`config.mk`:
```
export PLATFORM = sky130hd
export DESIGN_NAME = stx_serial_test_transmitter
export DESIGN_NICKNAME = d
export VERILOG_FILES = /design/src/stx_pkg.sv /design/src/stx_serial_test_transmitter.sv
export VERILOG_INCLUDE_DIRS = /design/src
export SDC_FILE = /design/constraint.sdc
export NUM_CORES = 1
export LEC_CHECK = 0
export ABC_AREA = 1
export ABC_CLOCK_PERIOD_IN_PS = 7780
export BUFFER_PORTS_ARGS = -buffer_cell sky130_fd_sc_hd__buf_2
export CAP_MARGIN = 20
export CORE_MARGIN = 2
export CORE_UTILIZATION = 30
export DETAILED_ROUTE_END_ITERATION = 16
export SYNTH_ARGS = -nofsm -noshare
export SYNTH_HDL_FRONTEND = slang
export SYNTH_SLANG_ARGS = --single-unit
export TNS_END_PERCENT = 100
```
`constraint.sdc`:
```
create_clock -name clk -period 7.78 [get_ports clk]
set_clock_uncertainty 0.2 [all_clocks]
set_input_delay 0.389 -clock clk [delete_from_list [all_inputs] [get_ports clk]]
set_output_delay 0.389 -clock clk [all_outputs]
set_load 0.02 [all_outputs]
```
`src/stx_consts.svh`:
```
`ifndef STX_CONSTS_SVH
`define STX_CONSTS_SVH
// ----------------------------------------------------------------
// Register offsets (byte addresses)
// ----------------------------------------------------------------
`define STX_OFF_UNLOCK_FIRST 32'hffff0880
`define STX_OFF_CONTROL 32'hffff0884
`define STX_OFF_UNLOCK_LAST 32'hffff0888
`define STX_OFF_BYTES_ONE_TWO 32'hffff088c
`define STX_OFF_BYTES_THREE_FOUR 32'hffff0890
`define STX_OFF_BYTES_FIVE_SIX 32'hffff0894
// ----------------------------------------------------------------
// Key values and field positions
// ----------------------------------------------------------------
`define STX_KEY_FIRST 16'h0007
`define STX_KEY_LAST 16'h00b9
`define STX_CTL_ENABLE 0
`define STX_CTL_RESET 1
`define STX_CTL_COUNT_LO 2
`define STX_CTL_COUNT_HI 4
`define STX_CTL_STATE_LO 5
`define STX_CTL_STATE_HI 8
`define STX_CTL_RESET_VAL 16'h0000
`define STX_DAT_RESET_VAL 16'h0000
// ----------------------------------------------------------------
// Packet shape
// ----------------------------------------------------------------
`define STX_PACKET_BITS 4'hc
`define STX_MAX_BYTES 3'h6
`endif

```
`src/stx_pkg.sv`:
```
package stx_pkg;
  // Key sequence tracker
  typedef enum logic [2:0] {
    STX_KEY_IDLE = 3'b001,
    STX_KEY_ARMED = 3'b010,
    STX_KEY_PENDING = 3'b100
  } stx_key_state_t;
  // Transmit sequencer
  typedef enum logic [2:0] {
    STX_TX_IDLE = 3'b001,
    STX_TX_WAIT = 3'b010,
    STX_TX_SEND = 3'b100
  } stx_tx_state_t;
  // Register bus request
  typedef struct packed {
    logic [31:0] addr;
    logic [15:0] wdata;
    logic wr;
    logic rd;
  } stx_req_t;
endpackage

```
`src/stx_serial_test_transmitter.sv`:
```
// Local design decision: the plain strobed port.
`timescale 1ns/1ns
`include "stx_consts.svh"
// Functional notes
// [RQ1] Send one to six 12-bit packets
// [RQ2] Start, eight data, even parity, two stops
// [RQ3] Each bit period is one baud tick
// [RQ4] Software writes first key before control
// [RQ5] Software writes last key after control
// [RQ6] Control write without first key ignored
// [RQ7] Control write dropped without last key
// [RQ8] Bytes one, two readable and writable
// [RQ9] Bytes three, four from second register
// [RQ10] Bytes five, six from third register
// [RQ11] Count field: code plus one bytes
// [RQ12] State bits nonzero while transmitting
// [RQ13] Reset bit clears whole interface
// [RQ14] Bit zero enables the interface
// [RQ15] Enabled interface starts without command
// [RQ16] Software writes reserved bits as zero
// [RQ17] Software selects pin function first
// [RQ18] Wait until counted bytes are written
// [RQ19] LSB first, ascending bytes, idle high
// [RQ20] Start bit low, opposite idle
module stx_serial_test_transmitter #(
  parameter int DATA_REGS = 3
) (
  input wire logic clk,
  input wire logic resetn,
  input wire stx_pkg::stx_req_t busReq,
  output logic [15:0] busRdata,
  input wire logic baudTick,
  output logic serialOut
);

  // ----------------------------------------------------------------
  // Address decode
  // ----------------------------------------------------------------
  wire hitKeyFirst = busReq.addr == `STX_OFF_UNLOCK_FIRST;
  wire hitControl = busReq.addr == `STX_OFF_CONTROL;
  wire hitKeyLast = busReq.addr == `STX_OFF_UNLOCK_LAST;
  wire [DATA_REGS-1:0] hitData;
  assign hitData[0] = busReq.addr == `STX_OFF_BYTES_ONE_TWO;
  assign hitData[1] = busReq.addr == `STX_OFF_BYTES_THREE_FOUR;
  assign hitData[2] = busReq.addr == `STX_OFF_BYTES_FIVE_SIX;
  wire anyAccess = busReq.wr | busReq.rd;
  wire keyFirstOk = busReq.wr & hitKeyFirst & (busReq.wdata == `STX_KEY_FIRST);
  wire keyLastOk = busReq.wr & hitKeyLast & (busReq.wdata == `STX_KEY_LAST);

  // ----------------------------------------------------------------
  // Key sequence
  // ----------------------------------------------------------------
  stx_pkg::stx_key_state_t keyState_reg, keyState_next;
  logic [15:0] pendCtl_reg, pendCtl_next;
  logic [15:0] ctlStored_reg;
  logic commitCtl;

  // Any other access between the steps breaks the sequence; a repeated first key after the first key keeps it armed
  always_comb begin
    keyState_next = keyState_reg;
    pendCtl_next = pendCtl_reg;
    commitCtl = 1'b0;
    if (anyAccess) begin
      unique case (keyState_reg)
        stx_pkg::STX_KEY_IDLE: begin
          if (keyFirstOk) keyState_next = stx_pkg::STX_KEY_ARMED;
        end
        stx_pkg::STX_KEY_ARMED: begin
          if (busReq.wr && hitControl) begin // RQ6
            keyState_next = stx_pkg::STX_KEY_PENDING;
            pendCtl_next = busReq.wdata;
          end else if (keyFirstOk) begin
            keyState_next = stx_pkg::STX_KEY_ARMED;
          end else begin
            keyState_next = stx_pkg::STX_KEY_IDLE; // RQ6
          end
        end
        stx_pkg::STX_KEY_PENDING: begin
          commitCtl = keyLastOk; // RQ7
          keyState_next = keyFirstOk ? stx_pkg::STX_KEY_ARMED : stx_pkg::STX_KEY_IDLE;
        end
        default: keyState_next = stx_pkg::STX_KEY_IDLE;
      endcase
    end
  end

  wire ctlResetReq = commitCtl & pendCtl_reg[`STX_CTL_RESET]; // RQ13
  wire softClear = ~resetn | ctlResetReq;

  always_ff @(posedge clk) begin
    if (!resetn) begin
      keyState_reg <= stx_pkg::STX_KEY_IDLE;
      pendCtl_reg <= `STX_CTL_RESET_VAL;
    end else begin
      keyState_reg <= keyState_next;
      pendCtl_reg <= pendCtl_next;
    end
  end

  // Stored control: enable and count only; reserved and state bits dropped
  always_ff @(posedge clk) begin
    if (softClear) begin
      ctlStored_reg <= `STX_CTL_RESET_VAL; // RQ13
    end else if (commitCtl) begin
      ctlStored_reg <= {11'h000, pendCtl_reg[`STX_CTL_COUNT_HI:`STX_CTL_COUNT_LO], 1'b0,
                        pendCtl_reg[`STX_CTL_ENABLE]}; // RQ14
    end
  end

  wire ctlEnable = ctlStored_reg[`STX_CTL_ENABLE]; // RQ14
  wire [2:0] countCode = ctlStored_reg[`STX_CTL_COUNT_HI:`STX_CTL_COUNT_LO];
  // Codes above six bytes clamp to six
  wire [2:0] byteTotal = (countCode >= 3'h5) ? `STX_MAX_BYTES : countCode + 3'h1; // RQ11

  // ----------------------------------------------------------------
  // Data registers and written-byte tracking
  // ----------------------------------------------------------------
  logic [15:0] dataReg_reg [DATA_REGS];
  logic [2*DATA_REGS-1:0] byteLoaded_reg;
  logic txDone;

  genvar gi;
  generate
    for (gi = 0; gi < DATA_REGS; gi++) begin : gData
      always_ff @(posedge clk) begin
        if (softClear) begin
          dataReg_reg[gi] <= `STX_DAT_RESET_VAL;
        end else if (busReq.wr && hitData[gi]) begin
          dataReg_reg[gi] <= busReq.wdata; // RQ8 RQ9 RQ10
        end
      end
      // A write loads both bytes of the register; a finished run releases them,
      // but a write in the run-end cycle wins so fresh data is not lost
      always_ff @(posedge clk) begin
        if (softClear) begin
          byteLoaded_reg[2*gi+1:2*gi] <= 2'b00;
        end else if (busReq.wr && hitData[gi]) begin
          byteLoaded_reg[2*gi+1:2*gi] <= 2'b11; // RQ18
        end else if (txDone) begin
          byteLoaded_reg[2*gi+1:2*gi] <= 2'b00;
        end
      end
    end
  endgenerate

  // Bytes needed: lowest byteTotal bits set
  wire [5:0] needMask = 6'(( 7'h01 << byteTotal) - 7'h01);
  wire allLoaded = (byteLoaded_reg & needMask) == needMask; // RQ18

  // ----------------------------------------------------------------
  // Transmit sequencer
  // ----------------------------------------------------------------
  stx_pkg::stx_tx_state_t txState_reg, txState_next;
  logic [3:0] bitIdx_reg, bitIdx_next;
  logic [2:0] byteIdx_reg, byteIdx_next;
  logic [11:0] shift_reg, shift_next;
  logic serialOut_reg, serialOut_next;

  // Byte to load next, taken from registered state so the sequencer has no loop
  wire [2:0] loadIdx = (txState_reg == stx_pkg::STX_TX_SEND) ? byteIdx_reg + 3'h1 : 3'h0;
  wire [7:0] curByte = loadIdx[0] ? dataReg_reg[loadIdx[2:1]][15:8] :
                                    dataReg_reg[loadIdx[2:1]][7:0];
  // Packet, MSB first: stop, stop, parity, data[7:0], start
  wire [11:0] packet = {2'b11, ^curByte, curByte, 1'b0}; // RQ2 RQ19 RQ20

  always_comb begin
    txState_next = txState_reg;
    bitIdx_next = bitIdx_reg;
    byteIdx_next = byteIdx_reg;
    shift_next = shift_reg;
    serialOut_next = serialOut_reg;
    txDone = 1'b0;
    unique case (txState_reg)
      stx_pkg::STX_TX_IDLE: begin
        serialOut_next = 1'b1; // RQ19
        byteIdx_next = 3'h0;
        if (ctlEnable && allLoaded) begin // RQ15 RQ18
          txState_next = stx_pkg::STX_TX_WAIT;
        end
      end
      stx_pkg::STX_TX_WAIT: begin
        // Align the first bit to a tick edge
        if (baudTick) begin // RQ3
          shift_next = {1'b1, packet[11:1]};
          serialOut_next = packet[0];
          bitIdx_next = 4'h1;
          txState_next = stx_pkg::STX_TX_SEND;
        end
      end
      stx_pkg::STX_TX_SEND: begin
        if (baudTick) begin // RQ3
          if (bitIdx_reg == `STX_PACKET_BITS) begin // RQ1
            if (byteIdx_reg + 3'h1 == byteTotal) begin
              txDone = 1'b1;
              serialOut_next = 1'b1;
              txState_next = stx_pkg::STX_TX_IDLE;
            end else begin
              byteIdx_next = byteIdx_reg + 3'h1; // RQ19
              shift_next = {1'b1, packet[11:1]};
              serialOut_next = packet[0];
              bitIdx_next = 4'h1;
            end
          end else begin
            serialOut_next = shift_reg[0];
            shift_next = {1'b1, shift_reg[11:1]};
            bitIdx_next = bitIdx_reg + 4'h1;
          end
        end
      end
      default: txState_next = stx_pkg::STX_TX_IDLE;
    endcase
    if (!ctlEnable) begin
      txState_next = stx_pkg::STX_TX_IDLE; // RQ14
      serialOut_next = 1'b1;
    end
  end

  always_ff @(posedge clk) begin
    if (softClear) begin
      txState_reg <= stx_pkg::STX_TX_IDLE;
      bitIdx_reg <= 4'h0;
      byteIdx_reg <= 3'h0;
      shift_reg <= 12'hfff;
      serialOut_reg <= 1'b1;
    end else begin
      txState_reg <= txState_next;
      bitIdx_reg <= bitIdx_next;
      byteIdx_reg <= byteIdx_next;
      shift_reg <= shift_next;
      serialOut_reg <= serialOut_next;
    end
  end

  assign serialOut = serialOut_reg;

  // ----------------------------------------------------------------
  // Status and read back
  // ----------------------------------------------------------------
  wire sending = txState_reg == stx_pkg::STX_TX_SEND;
  // Bits 8..5: packet bit position plus one, nonzero while sending
  wire [3:0] stateBits = sending ? bitIdx_reg : 4'h0; // RQ12
  wire [15:0] ctlView = {7'h00, stateBits, ctlStored_reg[4:0]};
  wire [15:0] rdSel = hitControl ? ctlView :
                      hitData[0] ? dataReg_reg[0] :
                      hitData[1] ? dataReg_reg[1] :
                      hitData[2] ? dataReg_reg[2] : 16'h0000;

  // Read data stands one cycle after the strobe, zero otherwise
  always_ff @(posedge clk) begin
    if (!resetn) begin
      busRdata <= 16'h0000;
    end else begin
      busRdata <= busReq.rd ? rdSel : 16'h0000;
    end
  end

  // ----------------------------------------------------------------
  // Assertions
  // ----------------------------------------------------------------
  AST_START_LOW: assert property (@(posedge clk) disable iff (!resetn) // RQ20
    $rose(sending) |-> !serialOut) else $error("start bit not low");
  AST_IDLE_HIGH: assert property (@(posedge clk) disable iff (!resetn) // RQ19
    (txState_reg == stx_pkg::STX_TX_IDLE) |-> serialOut) else $error("line not idle high");
  AST_NO_KEY: assert property (@(posedge clk) disable iff (!resetn) // RQ6
    (busReq.wr && hitControl && keyState_reg != stx_pkg::STX_KEY_ARMED) |=>
      keyState_reg == stx_pkg::STX_KEY_IDLE) else $error("unkeyed control write kept");
  AST_COMMIT: assert property (@(posedge clk) disable iff (!resetn) // RQ7
    $changed(ctlStored_reg) |-> $past(keyState_reg) == stx_pkg::STX_KEY_PENDING
      && $past(keyLastOk) || $past(ctlResetReq)) else $error("control changed unkeyed");
  AST_STATE_BITS: assert property (@(posedge clk) disable iff (!resetn) // RQ12
    sending |-> stateBits != 4'h0) else $error("state bits zero while sending");
  AST_TICK_ONLY: assert property (@(posedge clk) disable iff (!resetn) // RQ3
    (sending && !baudTick && ctlEnable && $past(sending)) |=> $stable(serialOut))
    else $error("line moved without tick");
  AST_HOLD_OFF: assert property (@(posedge clk) disable iff (!resetn) // RQ18
    (txState_reg == stx_pkg::STX_TX_IDLE && !allLoaded) |=>
      txState_reg == stx_pkg::STX_TX_IDLE) else $error("started before data written");
  AST_RESET_CLEARS: assert property (@(posedge clk) disable iff (!resetn) // RQ13
    ctlResetReq |=> ctlStored_reg == 16'h0000 && !sending) else $error("reset bit ignored");
  AST_DISABLE: assert property (@(posedge clk) disable iff (!resetn) // RQ14
    !ctlEnable |=> txState_reg == stx_pkg::STX_TX_IDLE) else $error("sending while disabled");
  AST_PACKET_LEN: assert property (@(posedge clk) disable iff (!resetn) // RQ1
    sending |-> bitIdx_reg <= `STX_PACKET_BITS && bitIdx_reg != 4'h0) else $error("bad bit index");

  // Framing: both stop bits high, bit position moves only on a tick
  AST_STOP_HIGH: assert property (@(posedge clk) disable iff (!resetn) // RQ2
    (sending && bitIdx_reg >= 4'hb) |-> serialOut) else $error("stop bit not high");
  AST_BIT_HOLD: assert property (@(posedge clk) disable iff (!resetn) // RQ3
    (sending && !baudTick && ctlEnable && !ctlResetReq) |=> $stable(bitIdx_reg))
    else $error("bit position moved without tick");
  // Every run opens with byte one
  AST_FIRST_BYTE: assert property (@(posedge clk) disable iff (!resetn) // RQ19
    $rose(sending) |-> byteIdx_reg == 3'h0) else $error("run not started at byte one");
  // A pending value without the closing key never reaches the control register
  AST_LAST_KEY: assert property (@(posedge clk) disable iff (!resetn) // RQ7
    (keyState_reg == stx_pkg::STX_KEY_PENDING && anyAccess && !keyLastOk) |=>
      $stable(ctlStored_reg)) else $error("control taken without last key");
  // Read data shows only in the cycle after a read strobe
  AST_RD_ZERO: assert property (@(posedge clk) disable iff (!resetn)
    !$past(busReq.rd) |-> busRdata == 16'h0000) else $error("read data outside its cycle");

endmodule // stx_serial_test_transmitter

```
==> results.txt, run 1 <==
The logs give 11180 um for the post-detailed-placement half-perimeter wirelength and 0.002616 sq mm for the multi-input logic area. The maximum buffer depth of the clock tree is 2. For the critical path arrival, the log shows 3.22 ns. The cell area after placement is 0.006067 sq mm, and the share of the synthesized area in the top cell type is 25.74%. For the DRC violation count after routing, the log shows 0.

Summing over every cut layer, the via total after detailed routing is 5091. The share of layout cells above drive strength 1 is 14.64%, and the number of buffers created by CTS is 9. Final hold analysis gives a worst-case slack of 0.1241 ns. The run finished with clean final reports. Summed over all cells, the static leakage comes to 2.727 nW. Measured against its own limit, the worst slew margin works out to 51.71%.

Clock latency on the worst-skew pair, taken at its later pin, is 0.36 ns. The core region is 0.01815 sq mm. The worst path needs 3.167 ns of the cycle, external delays included. The worst setup path is captured at a register. Top cell type by total area after synthesis: edfxtp_1. Clock-pin slew on the worst setup and hold paths: 0.07 ns. TritonCTS built the clock tree. The run gives 24200 um as the first-pass GRT wire length. Synthesis produced a netlist whose cell count is 739.

The pre-CTS worst setup slack was 4.552 ns; the number of max-cap violations was 0. For the top-level I/O count, the log shows 70. The worst setup path is launched from a register.

At the pin with the least slew margin, the transition time is 0.7226 ns. The detail route stage leaves a number of antenna-violating nets equal to 0. The number of failing setup endpoints in the final timing report was 0; the starting utilization of the core area was 30.85%. The via density per instance is 4.952, and the depth of the CTS H-tree is 3.

The peak fanout along the critical path is 25. In the synthesized netlist, the cells that appear most often are nand2_1, nor2_1, inv_1. The die covers 0.01977 sq mm. Total standard cell area after synthesis: 0.005599 sq mm. The class of the tightest hold or removal check was in2reg. Setup slack on the critical path of the routed design comes to 4.613 ns. Synthesis inferred 99 register bits. The run gives 4.61 ns as the register-to-register path setup slack. Input and output buffers added on the ports amount to 69. The cell sitting at the root of the clock tree is a clkbuf_16. The tools report the routability congestion estimate as 0.8579. The ratio of final minimum period to clock period works out to 40.71%. Sequential elements use 43.98% of the synthesized area. Total power divided by cell area: 176.2 mW/mm^2.

The number of flip-flops in the largest register is 48, and the cell depth of the worst min-delay path is 2. The first detailed-routing pass took 5 iterations. The run gives 14780 um as the total detailed-routing wirelength. In the synthesized netlist the dominant register cell turns out to be dfxtp_1. The number of cells traversed by the worst register-to-register path came out at 9.

Synthesis produced a netlist with a net count of 798. Compared with the post-synthesis result, the final layout area differs by 13.85%. The die is 140.6 um tall.

Across the VDD grid, the largest voltage drop is 0.1042 mV. The count of distinct cell types in the synthesized netlist was 42. In the post-synthesis netlist, the biggest area contributors are edfxtp_1, dfxtp_1, nand2_1, nor2_1, nand3_1.

For the data required time at the worst endpoint, the log shows 7.83 ns. Entering global routing, the biggest net connects 26 pins. For the number of global-route vias before repair, the log shows 4655.

The initial antenna violation count is 0. Final count of hold timing violations: 0. After synthesis, the mean cell area works out to 7.577 sq um.

All-layer global routing usage: 15.41%. The number of hold buffers added after CTS was 0. The run gives 35.13% as the post-layout utilization of the core. In the post-synthesis netlist, the cell with the most instances is nand2_1. The total inserted antenna cells is 0.

The critical path is of the reg2reg type. The first-iteration detailed-routing DRC count is 431. Global routing finished with a remaining overflow of 0. The total setup buffers inserted after CTS is 0.

For the setup TNS, the log shows 0 ns. In the synthesized netlist the async set-or-reset flop fraction comes to 0%. In this run, post-CTS repair resized a total of 0 instances. After detailed routing, the average wire length per cell comes to 14.37 um.

The number of enable-type register cells in the synthesized netlist was 48. The tools report the count of standard-cell rows as 49. The die is 140.6 um wide. Setup repair after global routing left no endpoint under its margin.

Counting every sink on the clock net gives 99. The max-slew violation total from the final report was 0; the yosys synthesis warning count was 0. The maximum clock frequency is 315.7 MHz. The number of nets in the layout is 853, and the final design instance area without fill is 0.006375 sq mm.

The filler cells instantiated in the layout total 1959. The run gives 0.002462 sq mm as the footprint of the flip-flops and latches.
-- cells in the final DEF, fill, tap and decap left out, types with 2 or more instances in the layout --
cell       count
nor2_1       102
edfxtp_1      48
nand3_2        2
inv_6          2
inv_8          2
nand2_1      143
or2_1          2
nand3_4        2
buf_2         69
nand3_1       74
ha_1           6
a21boi_1       2
o21ai_1       10
nor3_2         3
clkbuf_16      9
a21o_1        14
o21ai_0       38
a31oi_1        4
nand2_4        2
nor2_4         6
nand3b_1       5
a21oi_1       43
xor2_1         2
dfxtp_1       51
inv_1         86
nor3_1        13
nand2_2        8
a21boi_0       2
inv_2          6
xnor2_1        4
nand4_1       22
nor4_1         4
-- critical path, stage by stage (launching register included) --
cell and delay (ns):
dfxtp_1 0.64, nand2_1 0.17, nor2_4 0.48, inv_1 0.21
nor2_1 0.58, inv_1 0.31, o21ai_0 0.16, nor2_1 0.11
a21oi_1 0.16, nor2_1 0.06
-- final cells by class --
type                            count  area share [%]
Multi-Input combinational cell    521           41.04
Sequential cell                    99           38.63
Timing Repair Buffer               70           5.535
Inverter                           93           5.476
Tap cell                          229           4.495
Clock buffer                       10           3.592
Clock inverter                      6           1.237
-- kinds of logic (layout without fill, tap and decap cells) --
family,count (synthesis),count (layout),share of synthesized area (%)
buf+inv,119,179,9.296
flops,99,99,43.98
xor+xnor,7,7,1.430
compound gates,117,117,11.53
fa+ha+maj,6,6,1.341
simple gates,391,391,32.42
-- layer usage --
layer	part of all wire [%]	GRT usage (%)	vias to the layer above	wire, um
li1	-	-	2563	-
met1	48	21.51	2345	7026
met2	45	23.52	153	6583
met3	5.5	3.499	30	817
met4	2.4	5.474	0	350
met5	0	0	-	0
-- final timing paths --
check | end | startpoint
max | txState_reg[2]$_SDFFE_PP0P_ | txState_reg[2]$_SDFFE_PP0P_
min | keyState_reg[0]$_SDFFE_PN1P_ | resetn
max reg2reg | txState_reg[2]$_SDFFE_PP0P_ | txState_reg[2]$_SDFFE_PP0P_
min reg2reg | pendCtl_reg[4]$_SDFFE_PN0P_ | pendCtl_reg[4]$_SDFFE_PN0P_
-- report_power, final --
group / total [mW] / internal [mW] / switching [mW]
Combinational: 0.0790 / 0.0287 / 0.0504
Sequential: 0.573 / 0.561 / 0.0123
Clock: 0.471 / 0.257 / 0.214
Total: 1.12 / 0.846 / 0.277
-- stage by stage --
step	cells	total power [mW]
after CTS	1028	1.132
final	1028	1.123
after global placement	1012	0.6630
after detailed placement	1012	0.6639
after floorplan	739	0.6301
after global routing	1028	1.165
(Power assumes the default switching activity.)
==> inputs of run 2 (changes only) <==
ABC_CLOCK_PERIOD_IN_PS = 2900   (was 7780)
clock period = 2.9 ns   (was 7.78 ns; I/O delays follow)
==> run 2 against run 1 <==
Compared with the run above: first-iteration DRC count is 12% higher; final cell count increased by 3.0%; clock-buffer cell count decreased by 1; sequential power rose to 2.7 times the previous value; final area rose by 5.1%; critical path type is now in2reg; critical endpoint is now dataReg_reg[0][1]$_SDFFCE_PN0P_.
==> results.txt, run 2 (same netlist as run 1, synthesis figures left out) <==
Most prevalent standard cell on the critical path: nand4_1 (was nor2_1). The count of input and output buffers is 69 (unchanged). For the post-route non-filler standard cell count, the log shows 1059 (was 1028).

The depth of the CTS H-tree is 3 (unchanged). The starting utilization of the core area was 30.85% (unchanged). The width of the die works out to 140.6 um (unchanged).

The tools report the startpoint of the worst-slack reg-to-reg timing path as ctlStored_reg[2]$_SDFFE_PP0P_ (was txState_reg[2]$_SDFFE_PP0P_). Share of layout cells above drive strength 1: 15.42% (was 14.64%). Cell depth of the worst min-delay path: 3 (was 2). The transition time of the tightest slew-check pin is 0.5666 ns (was 0.7226 ns). For the first-pass GRT wire length, the log shows 24330 um (was 24200 um). Sink of the worst hold path: byteLoaded_reg[4]$_SDFFE_PP0P_ (was keyState_reg[0]$_SDFFE_PN1P_). The final worst hold slack was 0.01586 ns (was 0.1241 ns).

Kind of launch point of the worst setup path: an input pin (was a register). The standard cell core area was 0.01815 sq mm (unchanged); the via density per instance was 4.833 (was 4.952). Most common cell after layout, fill and taps aside: nand2_1 (unchanged). The area growth from synthesis to layout is 19.71% (was 13.85%). The number of cells traversed by the worst register-to-register path came out at 11 (was 9).

The logs give 0 (unchanged) for the total inserted antenna cells and 0 (unchanged) for the remaining antenna violation count. The tools report the beginning of the worst hold path as busReq[1] (was resetn). The logs give 0.2967 mV (was 0.1042 mV) for the maximum ir drop on the vdd rail and 9 (unchanged) for the number of buffers created by CTS. For the setup TNS, the log shows 0 ns (unchanged).

TritonCTS built the clock tree. The run gives 4796 (was 4655) as the number of global-route vias before repair. Derived from the worst setup path, the maximum achievable clock frequency is 393.2 MHz.

CP cell instances: dlygate4sd3_1 -> buf_2 -> inv_1 -> nand4_1 -> nor2_1 -> nand4_1 -> nor3_1 -> nand3_1 -> nand2_4 -> inv_2 -> o21ai_1 -> buf_12 (was nand2_1 -> nor2_4 -> inv_1 -> nor2_1 -> inv_1 -> o21ai_0 -> nor2_1 -> a21oi_1 -> nor2_1). The number of nets in the layout was 884 (was 853); the leftover overflow at the end of global routing was 0 (unchanged). The flow ran to the end, and the final reports show no timing, DRC or antenna violations. The class of the tightest hold or removal check is in2reg (unchanged). The logs give 21 (was 26) for the largest net degree at the start of global routing and 0.3622 ns (was 4.552 ns) for the pre-CTS worst setup slack.

The source-to-sink clock delay at the later pin of the worst-skew pair came out at 0.36 ns (about the same). The number of sinks handled by clock tree synthesis was 99 (unchanged). The data required time at the worst endpoint was 2.78 ns (was 7.83 ns); the register-to-register path setup slack was 0.36 ns (was 4.61 ns). Critical path start-end classification: in2reg (was reg2reg).

The all-layer global routing usage was 15.36% (was 15.41%); the post-detailed-placement half-perimeter wirelength was 11170 um (was 11180 um). The slowest library cell on the worst path is dlygate4sd3_1 (was dfxtp_1). The number of failing setup endpoints in the final timing report was 0 (unchanged). Cell chosen for the clock root: clkbuf_16 (unchanged).

The final routed wire length divided by cell count came out at 13.88 um (was 14.37 um). For the total detailed-routing wirelength, the log shows 14700 um (was 14780 um). The chip height is 140.6 um (unchanged), and the post-cts sizing count is 0 (unchanged). The kind of cell with the highest combined delay on the critical path is buffers and inverters (was simple AND/OR/NAND/NOR gates).

The number of placed instances, taps included was 1022 (was 1012); the peak fanout along the critical path was 16 (was 25). The clock-pin slew on the worst setup and hold paths is 0.07 ns (about the same), and the ratio of final minimum period to clock period is 87.69%. The logs give 481 (was 431) for the first-iteration detailed-routing DRC count and 0.3569 ns (was 4.613 ns) for the worst-case setup margin in the final layout.

The critical path buffer and inverter count was 5 (was 2). Setup repair after global routing left no endpoint under its margin. The top-level I/O count came out at 70 (unchanged).

The count of TritonRoute iterations in the first routing pass is 6 (was 5), and the total power divided by cell area is 462.2 mW/mm^2 (was 176.2 mW/mm^2). The count of standard-cell rows was 49 (unchanged). The initial antenna violation count was 0 (unchanged). The number of vias after detailed routing is 5118 (was 5091), and the number of max-cap violations is 0 (unchanged). Most frequent cells in the layout: nand2_1, nor2_1, inv_1 (unchanged). The normalized max-slew margin came out at 61.99% (was 51.71%).

The tools report the maximum buffer depth of the clock tree as 2 (unchanged). The longest individual stage delay on the worst path was 0.53 ns (was 0.64 ns). The number of flip-flops in the largest register was 48 (unchanged). The final critical delay including setup and external delays works out to 2.543 ns. The destination of the worst register-to-register timing path was bitIdx_reg[0]$_SDFFE_PP0P_ (was txState_reg[2]$_SDFFE_PP0P_). For the standby leakage power, the log shows 2.883 nW (was 2.727 nW).

Max-slew violation total from the final report: 0 (unchanged). The total die area was 0.01977 sq mm (unchanged). Final count of hold timing violations: 0 (unchanged).

The element type at the critical path end is a register (unchanged). The routability congestion estimate was 0.8727 (was 0.8579); the critical path arrival was 2.42 ns (was 3.22 ns). The run gives 0 (unchanged) as the DRC violation count after routing.
==> run 2: cell type report <==
cell class,instances,area (sq um)
clock buffer,9,225.2
clock inverter,7,100.1
fill,1942,11440
inverter,93,349.1
multi-input combinational,521,2616
sequential,99,2462
tap,229,286.5
timing repair buffer,101,663.1
==> run 2: report_power, final <==
group / switching [mW] / total, mW / leakage [nW] / internal, mW
Sequential: 0.0322 / 1.54 / 0.867 / 1.50
Clock: 0.611 / 1.32 / 0.161 / 0.705
Combinational: 0.141 / 0.246 / 1.86 / 0.106
==> run 2: worst max path at each step <==
stage                                  start  depth (start not counted)  slack, ns                              end
6_report                          busReq[16]                         12       0.36  dataReg_reg[0][1]$_SDFFCE_PN0P_
5_1_grt        ctlStored_reg[3]$_SDFFE_PP0P_                         14       0.12      txState_reg[1]$_SDFFE_PP0P_
4_1_cts                           busReq[16]                         12       0.34  dataReg_reg[0][6]$_SDFFCE_PN0P_
3_5_place_dp   ctlStored_reg[2]$_SDFFE_PP0P_                         11       0.36        shift_reg[6]$_SDFFE_PP1P_
3_3_place_gp   ctlStored_reg[2]$_SDFFE_PP0P_                         11       0.43       bitIdx_reg[0]$_SDFFE_PP0P_
2_1_floorplan                     busReq[31]                          6       0.02  dataReg_reg[0][0]$_SDFFCE_PN0P_
==> run 2: repair_timing <==
| item | 4_1_cts | 5_1_grt |
|---|---|---|
| setup endpoints to repair | 0 | 0 |
| hold buffers | 21 | 0 |
| setup buffers | 0 | 0 |
| endpoints found under the hold margin | 46 | 0 |
==> run 2: through the flow <==
step | util [%] | area [sq um] | total power [mW]
floorplan | - | 5599 | 1.690
global placement | 33.98 | 6167 | 1.786
detailed placement | 33.98 | 6167 | 1.787
CTS | 36.93 | 6703 | 3.124
global route | 36.93 | 6703 | 3.218
finish | 36.93 | 6703 | 3.098
==> run 2: worst register-to-register path, stage by stage, from the launching register on <==
cell and delay, ns:
dfxtp_1 0.50, ha_1 0.30, xnor2_4 0.16, nand2_1 0.16, inv_1 0.11, nor2_1 0.05, nor3_2 0.22, nand3_1 0.15
nand2_2 0.26, inv_2 0.15, o21ai_1 0.14, a21oi_1 0.05
==> run 2: per-layer routing <==
| layer | vias up | part of all wire [%] | track usage, % |
|---|---|---|---|
| met3 | 19 | 4.7 | 2.955 |
| met1 | 2333 | 48 | 21.48 |
| met2 | 150 | 46 | 24.39 |
| met4 | 0 | 1.5 | 4.211 |
| met5 | - | 0 | 0 |
| li1 | 2616 | - | - |
